--- config.mk ---
export PLATFORM = sky130hd
export DESIGN_NAME = monitor_run_lock_control
export DESIGN_NICKNAME = d
export VERILOG_FILES = /design/src/monitor_pkg.sv /design/src/param_ram.sv /design/src/pwm_chan.sv /design/src/monitor_run_lock_control.sv
export SDC_FILE = /design/constraint.sdc
export NUM_CORES = 1
export LEC_CHECK = 0
export BUFFER_PORTS_ARGS = -buffer_cell sky130_fd_sc_hd__buf_2
export CORE_MARGIN = 3
export CORE_UTILIZATION = 58
export DETAILED_ROUTE_END_ITERATION = 10
export PLACE_DENSITY_LB_ADDON = 0.1
export SLEW_MARGIN = 20
export SYNTH_ARGS = -nofsm -noshare
export SYNTH_HDL_FRONTEND = slang
export SYNTH_SLANG_ARGS = --single-unit
export TNS_END_PERCENT = 100
--- constraint.sdc ---
create_clock -name clk_sys -period 5.1 [get_ports clk_sys]
set_input_delay 0.255 -clock clk_sys [delete_from_list [all_inputs] [get_ports clk_sys]]
set_output_delay 0.255 -clock clk_sys [all_outputs]
set_load 0.005 [all_outputs]
--- src/monitor_pkg.sv ---
package monitor_pkg;

	typedef logic [7:0] byte_t;

	// Read handshake phases of the register slave.
	typedef enum logic [1:0]
	{
		RD_IDLE,
		RD_FETCH,
		RD_DONE
	} rd_phase_t;

	// Register indices; the byte address on the bus is four times the index.
	localparam byte_t IDX_MEAS       = 8'h20;
	localparam byte_t IDX_TACH0      = 8'h28;
	localparam byte_t IDX_DUTY0      = 8'h30;
	localparam byte_t IDX_CTRL       = 8'h40;
	localparam byte_t IDX_STATUS     = 8'h41;
	localparam byte_t IDX_LIM_LO     = 8'h44;
	localparam byte_t IDX_LIM_HI     = 8'h45;
	localparam byte_t IDX_MANUAL     = 8'h46;
	localparam byte_t IDX_PARAM0     = 8'h50;
	localparam byte_t IDX_IRQ_EN     = 8'h7C;
	localparam int    NUM_TACH_REGS  = 8;
	localparam int    NUM_FANS       = 3;
	localparam int    NUM_PARAMS     = 16;

	// Control and interrupt enable register field positions.
	localparam int    BIT_START      = 0;
	localparam int    BIT_LOCK       = 1;
	localparam int    BIT_READY      = 2;
	localparam int    BIT_OVERRIDE   = 3;
	localparam int    BIT_IRQ_EN     = 0;

	// Values after reset and built-in defaults.
	localparam byte_t CTRL_RST       = 8'h00;
	localparam byte_t LIM_LO_RST     = 8'h00;
	localparam byte_t LIM_HI_RST     = 8'hFF;
	localparam byte_t DEF_LIM_LO     = 8'h00;
	localparam byte_t DEF_LIM_HI     = 8'hFF;
	localparam byte_t DUTY_FULL      = 8'hFF;
	localparam byte_t STATUS_RST     = 8'h00;

	// Timing.
	localparam int    CLK_HZ         = 10_000_000;
	localparam int    STARTUP_MS     = 82;
	localparam int    STARTUP_CYC    = STARTUP_MS * (CLK_HZ / 1000);
	localparam int    SETTLE_W       = 20;
	localparam int    PWM_DIV_CYC    = 4;
	localparam int    PWM_DIV_W      = 2;

endpackage : monitor_pkg

--- src/param_ram.sv ---
`timescale 1ns/100ps
module param_ram
	import monitor_pkg::*;
(
	input  wire logic                clk_sys,
	input  wire logic                sys_rst,
	input  wire logic                we,
	input  wire logic [3:0]          waddr,
	input  wire monitor_pkg::byte_t  wdata,
	input  wire logic [3:0]          raddr,
	output monitor_pkg::byte_t       rdata_q
);

	byte_t mem [NUM_PARAMS];

	// Storage holds its contents across run and stop; only the write enable changes it.
	always_ff @(posedge clk_sys)
	begin
		if (we)
		begin
			mem[waddr] <= wdata;
		end
	end

	// Registered read port, loaded every cycle from the held read address.
	always_ff @(posedge clk_sys or posedge sys_rst)
	begin
		if (sys_rst)
		begin
			rdata_q <= 8'h00;
		end
		else
		begin
			rdata_q <= mem[raddr];
		end
	end

endmodule : param_ram

--- src/pwm_chan.sv ---
`timescale 1ns/100ps
module pwm_chan
	import monitor_pkg::*;
(
	input  wire logic                clk_sys,
	input  wire logic                sys_rst,
	input  wire logic                tick,
	input  wire monitor_pkg::byte_t  duty,
	output logic                     pin_out,
	output logic                     pin_oe_q
);

	byte_t cnt_q;

	// Period counter advancing on each PWM clock enable; 256 PWM clocks per period.
	always_ff @(posedge clk_sys or posedge sys_rst)
	begin
		if (sys_rst)
		begin
			cnt_q <= 8'h00;
		end
		else if (tick)
		begin
			cnt_q <= cnt_q + 8'h01;
		end
	end

	// Open drain: released while the count is below duty, driven low otherwise.
	always_ff @(posedge clk_sys or posedge sys_rst)
	begin
		if (sys_rst)
		begin
			pin_oe_q <= 1'b0;
		end
		else
		begin
			pin_oe_q <= (cnt_q >= duty);
		end
	end

	// The pin is only ever pulled low.
	assign pin_out = 1'b0;

endmodule : pwm_chan

--- src/monitor_run_lock_control.sv ---
// The Avalon-MM slave port is this design's own decision.
`timescale 1ns/100ps
module monitor_run_lock_control
	import monitor_pkg::*;
#(
	parameter int STARTUP_CYCLES = STARTUP_CYC
)
(
	input  wire logic                clk_sys,
	input  wire logic                sys_rst,
	input  wire logic [9:0]          avs_address,
	input  wire logic                avs_read,
	input  wire logic                avs_write,
	input  wire logic [31:0]         avs_writedata,
	input  wire logic [3:0]          avs_byteenable,
	output logic [31:0]              avs_readdata,
	output logic                     avs_waitrequest,
	input  wire logic                meas_strobe,
	input  wire monitor_pkg::byte_t  meas_sample,
	input  wire logic [6:0]          limit_event,
	input  wire logic [3:0][15:0]    tach_count,
	input  wire logic [2:0][7:0]     auto_duty,
	output logic [2:0]               pwm_out,
	output logic [2:0]               pwm_oe,
	output logic                     monitor_run,
	output logic                     meas_valid,
	output logic                     irq_pin_enable
);

	// Index comparisons used by both the write decode and the read mux.
	function automatic logic in_range(input byte_t a, input byte_t base, input int n);
		return (a >= base) && ({24'h000000, a} < ({24'h000000, base} + 32'(n)));
	endfunction : in_range

	byte_t         idx;
	byte_t         wbyte;
	logic          wr_lo;
	logic          param_wr_ok;
	logic          start_q;
	logic          lock_q;
	logic          override_q;
	logic          ready_q;
	logic          irq_en_q;
	byte_t         lim_lo_q;
	byte_t         lim_hi_q;
	logic [2:0]    manual_q;
	byte_t         duty_q [NUM_FANS];
	byte_t         eff_duty [NUM_FANS];
	byte_t         rd_duty [NUM_FANS];
	byte_t         eff_lo;
	byte_t         eff_hi;
	byte_t         meas_q;
	byte_t         status_q;
	byte_t         set_vec;
	logic [SETTLE_W-1:0] settle_q;
	logic          settled;
	logic          violation;
	rd_phase_t     rd_q;
	logic          rd_done;
	byte_t         rd_mux;
	byte_t         param_rdata;
	logic          param_we;
	logic [PWM_DIV_W-1:0] div_q;
	logic          pwm_tick;

	// Only byte lane 0 carries data; the upper lanes read as zero.
	assign idx   = avs_address[9:2];
	assign wbyte = avs_writedata[7:0];
	assign wr_lo = avs_write && avs_byteenable[0];

	// Limits and parameters accept writes only while stopped and unlocked.
	assign param_wr_ok = !start_q && !lock_q;

	// Control register; once locked, run and lock ignore writes, override never does.
	always_ff @(posedge clk_sys or posedge sys_rst)
	begin
		if (sys_rst)
		begin
			start_q    <= CTRL_RST[BIT_START];
			lock_q     <= CTRL_RST[BIT_LOCK];
			override_q <= CTRL_RST[BIT_OVERRIDE];
		end
		else if (wr_lo && (idx == IDX_CTRL))
		begin
			if (!lock_q)
			begin
				start_q <= wbyte[BIT_START];
				lock_q  <= wbyte[BIT_LOCK];
			end
			override_q <= wbyte[BIT_OVERRIDE];
		end
	end

	// Ready is caught one edge after reset release and then stays set.
	always_ff @(posedge clk_sys or posedge sys_rst)
	begin
		if (sys_rst)
		begin
			ready_q <= 1'b0;
		end
		else
		begin
			ready_q <= 1'b1;
		end
	end

	// The interrupt pin enable is writable in every state.
	always_ff @(posedge clk_sys or posedge sys_rst)
	begin
		if (sys_rst)
		begin
			irq_en_q <= 1'b0;
		end
		else if (wr_lo && (idx == IDX_IRQ_EN))
		begin
			irq_en_q <= wbyte[BIT_IRQ_EN];
		end
	end

	// Limit and fan mode registers; the run bit never touches their contents.
	always_ff @(posedge clk_sys or posedge sys_rst)
	begin
		if (sys_rst)
		begin
			lim_lo_q <= LIM_LO_RST;
			lim_hi_q <= LIM_HI_RST;
			manual_q <= 3'h0;
		end
		else if (wr_lo && param_wr_ok)
		begin
			if (idx == IDX_LIM_LO)
			begin
				lim_lo_q <= wbyte;
			end
			if (idx == IDX_LIM_HI)
			begin
				lim_hi_q <= wbyte;
			end
			if (idx == IDX_MANUAL)
			begin
				manual_q <= wbyte[2:0];
			end
		end
	end

	// Remaining parameters live in a small memory with the same write protection.
	assign param_we = wr_lo && param_wr_ok && in_range(idx, IDX_PARAM0, NUM_PARAMS);

	param_ram u_param_ram
	(
		.clk_sys (clk_sys),
		.sys_rst (sys_rst),
		.we      (param_we),
		.waddr   (idx[3:0]),
		.wdata   (wbyte),
		.raddr   (idx[3:0]),
		.rdata_q (param_rdata)
	);

	// Duty registers stay writable while running in manual mode if unlocked; a stopped
	// auto-mode write lands in the hidden copy, shown only once that fan is set to manual.
	always_ff @(posedge clk_sys or posedge sys_rst)
	begin
		if (sys_rst)
		begin
			for (int n = 0; n < NUM_FANS; n++)
			begin
				duty_q[n] <= DUTY_FULL;
			end
		end
		else if (wr_lo && !lock_q)
		begin
			for (int n = 0; n < NUM_FANS; n++)
			begin
				if ((idx == (IDX_DUTY0 + 8'(n))) && (manual_q[n] || !start_q))
				begin
					duty_q[n] <= wbyte;
				end
			end
		end
	end

	// Duty actually driven, and the value shown when a duty register is read.
	always_comb
	begin
		for (int n = 0; n < NUM_FANS; n++)
		begin
			if (override_q || !start_q)
			begin
				eff_duty[n] = DUTY_FULL;
			end
			else
			begin
				eff_duty[n] = manual_q[n] ? duty_q[n] : auto_duty[n];
			end
			rd_duty[n] = manual_q[n] ? duty_q[n] : eff_duty[n];
		end
	end

	// PWM clock enable from a divider of the system clock.
	always_ff @(posedge clk_sys or posedge sys_rst)
	begin
		if (sys_rst)
		begin
			div_q <= '0;
		end
		else if (pwm_tick)
		begin
			div_q <= '0;
		end
		else
		begin
			div_q <= div_q + 1'b1;
		end
	end

	assign pwm_tick = (div_q == PWM_DIV_W'(PWM_DIV_CYC - 1));

	for (genvar g = 0; g < NUM_FANS; g++)
	begin : g_pwm
		pwm_chan u_pwm
		(
			.clk_sys  (clk_sys),
			.sys_rst  (sys_rst),
			.tick     (pwm_tick),
			.duty     (eff_duty[g]),
			.pin_out  (pwm_out[g]),
			.pin_oe_q (pwm_oe[g])
		);
	end

	// Stopped monitoring compares against fixed defaults, not the registers.
	assign eff_lo = start_q ? lim_lo_q : DEF_LIM_LO;
	assign eff_hi = start_q ? lim_hi_q : DEF_LIM_HI;

	// Measurement register moves only while running.
	always_ff @(posedge clk_sys or posedge sys_rst)
	begin
		if (sys_rst)
		begin
			meas_q <= 8'h00;
		end
		else if (start_q && meas_strobe)
		begin
			meas_q <= meas_sample;
		end
	end

	// Start-up interval after run; readings are flagged invalid until it ends.
	always_ff @(posedge clk_sys or posedge sys_rst)
	begin
		if (sys_rst)
		begin
			settle_q <= '0;
		end
		else if (!start_q)
		begin
			settle_q <= '0;
		end
		else if (!settled)
		begin
			settle_q <= settle_q + 1'b1;
		end
	end

	assign settled    = (settle_q == SETTLE_W'(STARTUP_CYCLES));
	assign meas_valid = start_q && settled;

	// Events only count while running; a sample outside the window after the start-up interval sets bit 0.
	assign violation = meas_strobe && settled && ((meas_sample <= eff_lo) || (meas_sample > eff_hi));
	assign set_vec   = start_q ? {limit_event, violation} : 8'h00;

	// Status clears on read unless its cause is still present; a new event wins.
	always_ff @(posedge clk_sys or posedge sys_rst)
	begin
		if (sys_rst)
		begin
			status_q <= STATUS_RST;
		end
		else if (rd_done && (idx == IDX_STATUS))
		begin
			status_q <= set_vec;
		end
		else
		begin
			status_q <= status_q | set_vec;
		end
	end

	// Read data selection; unmapped indices read zero.
	always_comb
	begin
		rd_mux = 8'h00;
		if (idx == IDX_CTRL)
		begin
			rd_mux = {4'h0, override_q, ready_q, lock_q, start_q};
		end
		else if (idx == IDX_STATUS)
		begin
			rd_mux = status_q;
		end
		else if (idx == IDX_MEAS)
		begin
			rd_mux = meas_q;
		end
		else if (idx == IDX_LIM_LO)
		begin
			rd_mux = lim_lo_q;
		end
		else if (idx == IDX_LIM_HI)
		begin
			rd_mux = lim_hi_q;
		end
		else if (idx == IDX_MANUAL)
		begin
			rd_mux = {5'h00, manual_q};
		end
		else if (idx == IDX_IRQ_EN)
		begin
			rd_mux = {7'h00, irq_en_q};
		end
		else if (in_range(idx, IDX_PARAM0, NUM_PARAMS))
		begin
			rd_mux = param_rdata;
		end
		else if (in_range(idx, IDX_DUTY0, NUM_FANS))
		begin
			rd_mux = rd_duty[idx[1:0]];
		end
		else if (in_range(idx, IDX_TACH0, NUM_TACH_REGS))
		begin
			// Tach readings pass straight through whatever the run bit says.
			rd_mux = idx[0] ? tach_count[idx[2:1]][15:8] : tach_count[idx[2:1]][7:0];
		end
	end

	// Reads wait two cycles so the parameter memory's registered output is ready.
	always_ff @(posedge clk_sys or posedge sys_rst)
	begin
		if (sys_rst)
		begin
			rd_q <= RD_IDLE;
		end
		else
		begin
			case (rd_q)
				RD_IDLE:  rd_q <= avs_read ? RD_FETCH : RD_IDLE;
				RD_FETCH: rd_q <= avs_read ? RD_DONE : RD_IDLE;
				RD_DONE:  rd_q <= RD_IDLE;
				default:  rd_q <= RD_IDLE;
			endcase
		end
	end

	// Read data come from a register loaded on the same edge that waitrequest drops.
	always_ff @(posedge clk_sys or posedge sys_rst)
	begin
		if (sys_rst)
		begin
			avs_readdata <= 32'h00000000;
		end
		else if (avs_read && (rd_q == RD_FETCH))
		begin
			avs_readdata <= {24'h000000, rd_mux};
		end
	end

	assign rd_done         = avs_read && (rd_q == RD_DONE);
	assign avs_waitrequest = avs_read && (rd_q != RD_DONE);
	assign monitor_run     = start_q;
	assign irq_pin_enable  = irq_en_q;

	// Checks on the control behaviour.
	property p_lock_freezes_start;
		@(posedge clk_sys) disable iff (sys_rst)
		lock_q && wr_lo && (idx == IDX_CTRL) |=> $stable(start_q) && lock_q;
	endproperty
	a_lock_freezes_start: assert property (p_lock_freezes_start) else $error("run bit changed while locked");

	property p_lock_sticky;
		@(posedge clk_sys) disable iff (sys_rst)
		lock_q |=> lock_q [*8];
	endproperty
	a_lock_sticky: assert property (p_lock_sticky) else $error("lock bit cleared");

	property p_stopped_full;
		@(posedge clk_sys) disable iff (sys_rst)
		!start_q |-> (eff_duty[0] == DUTY_FULL) && (eff_duty[1] == DUTY_FULL) && (eff_duty[2] == DUTY_FULL);
	endproperty
	a_stopped_full: assert property (p_stopped_full) else $error("stopped PWM not at full duty");

	property p_override_full;
		@(posedge clk_sys) disable iff (sys_rst)
		override_q |-> (eff_duty[0] == DUTY_FULL) && (eff_duty[1] == DUTY_FULL) && (eff_duty[2] == DUTY_FULL);
	endproperty
	a_override_full: assert property (p_override_full) else $error("override did not force full duty");

	property p_no_status_stopped;
		@(posedge clk_sys) disable iff (sys_rst)
		!start_q |=> ((status_q & ~$past(status_q)) == 8'h00);
	endproperty
	a_no_status_stopped: assert property (p_no_status_stopped) else $error("status set while stopped");

	property p_meas_frozen;
		@(posedge clk_sys) disable iff (sys_rst)
		!start_q |=> $stable(meas_q);
	endproperty
	a_meas_frozen: assert property (p_meas_frozen) else $error("measurement moved while stopped");

	property p_limit_locked;
		@(posedge clk_sys) disable iff (sys_rst)
		(start_q || lock_q) && wr_lo && (idx == IDX_LIM_LO) |=> $stable(lim_lo_q);
	endproperty
	a_limit_locked: assert property (p_limit_locked) else $error("limit written while running or locked");

	property p_ready_reads_one;
		@(posedge clk_sys) disable iff (sys_rst)
		rd_done && (idx == IDX_CTRL) |-> avs_readdata[BIT_READY] && (avs_readdata[7:4] == 4'h0);
	endproperty
	a_ready_reads_one: assert property (p_ready_reads_one) else $error("control read lacks ready or shows reserved");

	property p_read_latency;
		@(posedge clk_sys) disable iff (sys_rst)
		$rose(avs_read) |-> avs_waitrequest ##1 avs_waitrequest ##1 !avs_waitrequest;
	endproperty
	a_read_latency: assert property (p_read_latency) else $error("read answer not on third cycle");

	property p_valid_needs_run;
		@(posedge clk_sys) disable iff (sys_rst)
		$rose(start_q) |-> !meas_valid [*8];
	endproperty
	a_valid_needs_run: assert property (p_valid_needs_run) else $error("readings valid too early");

	c_start_set:  cover property (@(posedge clk_sys) disable iff (sys_rst) $rose(start_q));
	c_lock_set:   cover property (@(posedge clk_sys) disable iff (sys_rst) $rose(lock_q));
	c_status_set: cover property (@(posedge clk_sys) disable iff (sys_rst) $rose(status_q[0]));
	c_read_done:  cover property (@(posedge clk_sys) disable iff (sys_rst) rd_done);

endmodule : monitor_run_lock_control

==> metrics.md <==
| Metric | Value |
|---|---|
| Outcome | `completed` |
| Die width | `approximately 160 µm` |
| Commonest non-fill, non-tap cell in the layout | `buf_2` |
| Fill cells | `between 1500 and 2000` |
| # Post-CTS Setup Buffers | `0` |
| Arr. time, crit path | `a little under 3 ns` |
| Die span in y | `roughly 160 µm` |
| H-tree depth | `1` |
| Unrepaired setup endpoints after global routing | `false` |
| Slew @ Worst Pin | `0.815 ns` |
| Peak supply drop | `0.357 mV` |
| Placement row count | `55` |
| MaxCap Viol Count | `0` |
| Tmin final | `between 3 and 4 ns` |
| Worst path cell trace | `or4_1, or4_1, or4_1, nor2_1, buf_2` |
| Total wire length | `33.8 mm` |
| PortBufs | `approximately 140` |
| Vias per cell | `between 6 and 7` |
| Area grow syn2layout | `14.0%` |
| CP Launch Type | `register` |
| Power density over cell area | `roughly 310 mW/mm²` |
| HP Start | `meas_sample[0]` |
| DRC Markers | `0` |
| Reg2Reg Depth | `6` |
| Largest net degree at the start of global routing | `~90` |
| Post-synth ARST share | `around 51%` |
| Vias in the first global route | `8898` |
| Remaining global-route overflow | `0` |
| Post-synthesis sequential area ratio | `between 50% and 60%` |
| Number of unique standard cell types used by synthesis | `75` |
| Placer's final routability congestion estimate | `0.952` |
| P_leak | `roughly 6.3 nW` |
| Vias | `just over 9000` |
| I/O pin cnt | `between 150 and 200` |
| Root Driver | `clkbuf_16` |
| Hold slack | `approximately 0.018 ns` |
| Hold Path Depth | `3` |
| TritonCTS clock tree | `yes` |
| Longest Clk Path Bufs | `3` |
| Cell taking the most area after synthesis | `edfxtp_1` |
| Most used cell, CP | `or4_1` |
| Commonest non-fill, non-tap cells in the layout | `buf_2, edfxtp_1, dfrtp_1, nor2_1, nand2_1` |
| Fin Clk Skew | `between 0.009 and 0.01 ns` |
| Clock sink total | `259` |
| Syn_area_per_cell | `about 13 µm²` |
| Critical Path Fanout Max | `10` |
| Worst hold path endpoint | `meas_q[0]$_DFFE_PP0P_` |
| Relative slew margins | `~45%` |
| Worst R2R End | `settle_q[10]$_DFFE_PP0N_` |
| DRT iter0 DRCs | `around 1000` |
| Final worst slack | `approximately 1.9 ns` |
| Hold crit path type | `in -> reg` |
| Post-synth EDFFs | `approximately 130` |
| Clock transition time at the flip-flop clock pins of the worst setup and hold paths | `0.06 ns` |
| R2R setup slack | `roughly 2.4 ns` |
| Fin Setup TNS | `0 ns` |
| Yosys reg bits | `roughly 260` |
| Final worst path period share | `61.9%` |
| Gate count of the mapped netlist | `around 1100` |
| Worst reg2reg startpoint | `settle_q[10]$_DFFE_PP0N_` |
| Setup Viol. Count Final | `0` |
| Core footprint | `about 0.023 mm²` |
| Most used flip-flop cell after synthesis | `edfxtp_1` |
| Routed WL per cell | `22.4 µm` |
| Clk_lat worst skew | `around 0.55 ns` |
| Mapped Area | `around 0.013 mm²` |
| Total Routing Usage GR | `27.0%` |
| Initial antenna violation count | `1` |
| 1st-pass router iterations | `5` |
| Synth area leaders | `edfxtp_1, dfrtp_1, mux4_2` |
| Crit. End Element | `output pin` |
| Post-route ant nets | `0` |
| Layout Utilization | `between 60 and 70%` |
| Die ar. | `~0.025 mm²` |
| Req. time, crit path | `~4.9 ns` |
| Synth top area share | `approximately 29%` |
| HPWL Detailed | `23.5 mm` |
| Diodes inserted | `0` |
| Placement Setup Slack | `approximately 2.2 ns` |
| Final hold violations | `0` |
| Layout cell share with drive strength beyond 1 | `just under 30%` |
| Global-route wire length before repair | `51.2 mm` |
| Yosys warns | `0` |
| Largest stage delay, worst path | `0.64 ns` |
| TritonCTS Buffers | `28` |
| F_max | `317 MHz` |
| Slew Limit Fails | `0` |
| CP Class | `reg -> out` |
| Initial Utilization | `59.2%` |
| CP max-delay cell | `or4_1` |
| Nets | `around 1400` |
-- metal layers --
layer / global-route usage (%) / wire length, µm
met2: 40.8 / 15500
met1: 42.2 / 15100
met3: 3.91 / 2520
met5: 0 / 12
met4: 5.74 / 670
-- synth_stat cells, types with 5 or more instances --
library cell / count
a211o_1: 6
a211oi_1: 12
a21o_1: 11
a21oi_1: 46
a221oi_1: 7
a22o_1: 9
a22oi_1: 7
a31oi_1: 6
and3_1: 9
buf_1: 10
buf_2: 8
buf_4: 30
clkbuf_1: 34
dfrtp_1: 99
dfstp_2: 32
edfxtp_1: 128
ha_1: 46
inv_1: 22
mux2_2: 58
mux2i_1: 9
mux4_2: 54
nand2_1: 63
nand2b_1: 18
nand3_1: 15
nand4_1: 19
nor2_1: 82
nor2b_1: 23
nor3_1: 12
o211ai_1: 12
o21a_1: 12
o21ai_0: 33
o221ai_1: 6
o22ai_1: 5
or2_2: 14
or3_1: 6
or4_1: 5
xnor2_1: 17
xor2_1: 17
-- state kept, by name, indices dropped and copies added (netlist names), 3 cells and up --
register              flops
lim_lo_q                  8
status_q                  8
settle_q                 20
avs_readdata              8
g_pwm.u_pwm.pin_oe_q      3
u_param_ram.rdata_q       8
lim_hi_q                  8
g_pwm.u_pwm.cnt_q        24
duty_q                   24
u_param_ram.mem         128
meas_q                    8
manual_q                  3
-- worst max-delay path by stage --
stage                     cells past startpoint                     start                           to
final                                         5  settle_q[10]$_DFFE_PP0N_                   meas_valid
after global routing                          5  settle_q[10]$_DFFE_PP0N_                   meas_valid
after floorplan                               1                   sys_rst  avs_readdata[0]$_DFFE_PP0P_
after CTS                                     5  settle_q[10]$_DFFE_PP0N_                   meas_valid
after detailed placement                      7            avs_address[4]        duty_q[2]$_DFFE_PP1P_
after global placement                        7            avs_address[4]        duty_q[0]$_DFFE_PP1P_
-- critical path: cells and delay by family, from the launching register on --
kind	cells	cell delay, ns
DFF	1	0.44
and+or+nand+nor	4	1.79
buffers and inverters	1	0.13
-- layout make-up --
| cell class | count | area, µm² | area share (%) |
|---|---|---|---|
| Clock buffer | 34 | 753 | 4.92 |
| Tap cell | 285 | 357 | 2.33 |
| Inverter | 24 | 95.1 | 0.621 |
| Sequential cell | 259 | 7160 | 46.8 |
| Clock inverter | 16 | 179 | 1.17 |
| Multi-Input combinational cell | 724 | 5820 | 38.0 |
| Timing Repair Buffer | 166 | 946 | 6.18 |
-- per-stage QoR --
step	std cells	cell area, µm²	power [mW]
floorplan	1092	13500	2.59
global placement	1441	14200	2.75
detailed placement	1441	14200	2.75
CTS	1508	15300	4.79
global route	1508	15300	4.92
finish	1508	15300	4.75
-- report_power, final --
group          internal [mW]  switching, mW  leakage (nW)
registers               2.26         0.0486          2.78
logic                  0.186          0.232          3.03
clock network           1.20          0.824         0.445
total                   3.65           1.10          6.25
-- repair_timing --
| action | 4_1_cts | 5_1_grt |
|---|---|---|
| gates resized for setup | 0 | 0 |
| endpoints found under the hold margin | 93 | 0 |
| hold buffers | 17 | 0 |
-- logic make-up after synthesis --
logic type / count (synthesis) / share of synthesized area, %
AND/OR/NAND/NOR: 292 / 11.2
flip-flops: 259 / 53.3
AO/OA/AOI/OAI: 203 / 10.3
multiplexers: 121 / 14.6
buffers and inverters: 109 / 4.10
adder cells (fa/ha/maj): 46 / 4.28
XOR/XNOR: 34 / 2.22
other: 2 / 0.0559
Note: power is estimated with default switching activity, not from simulation.
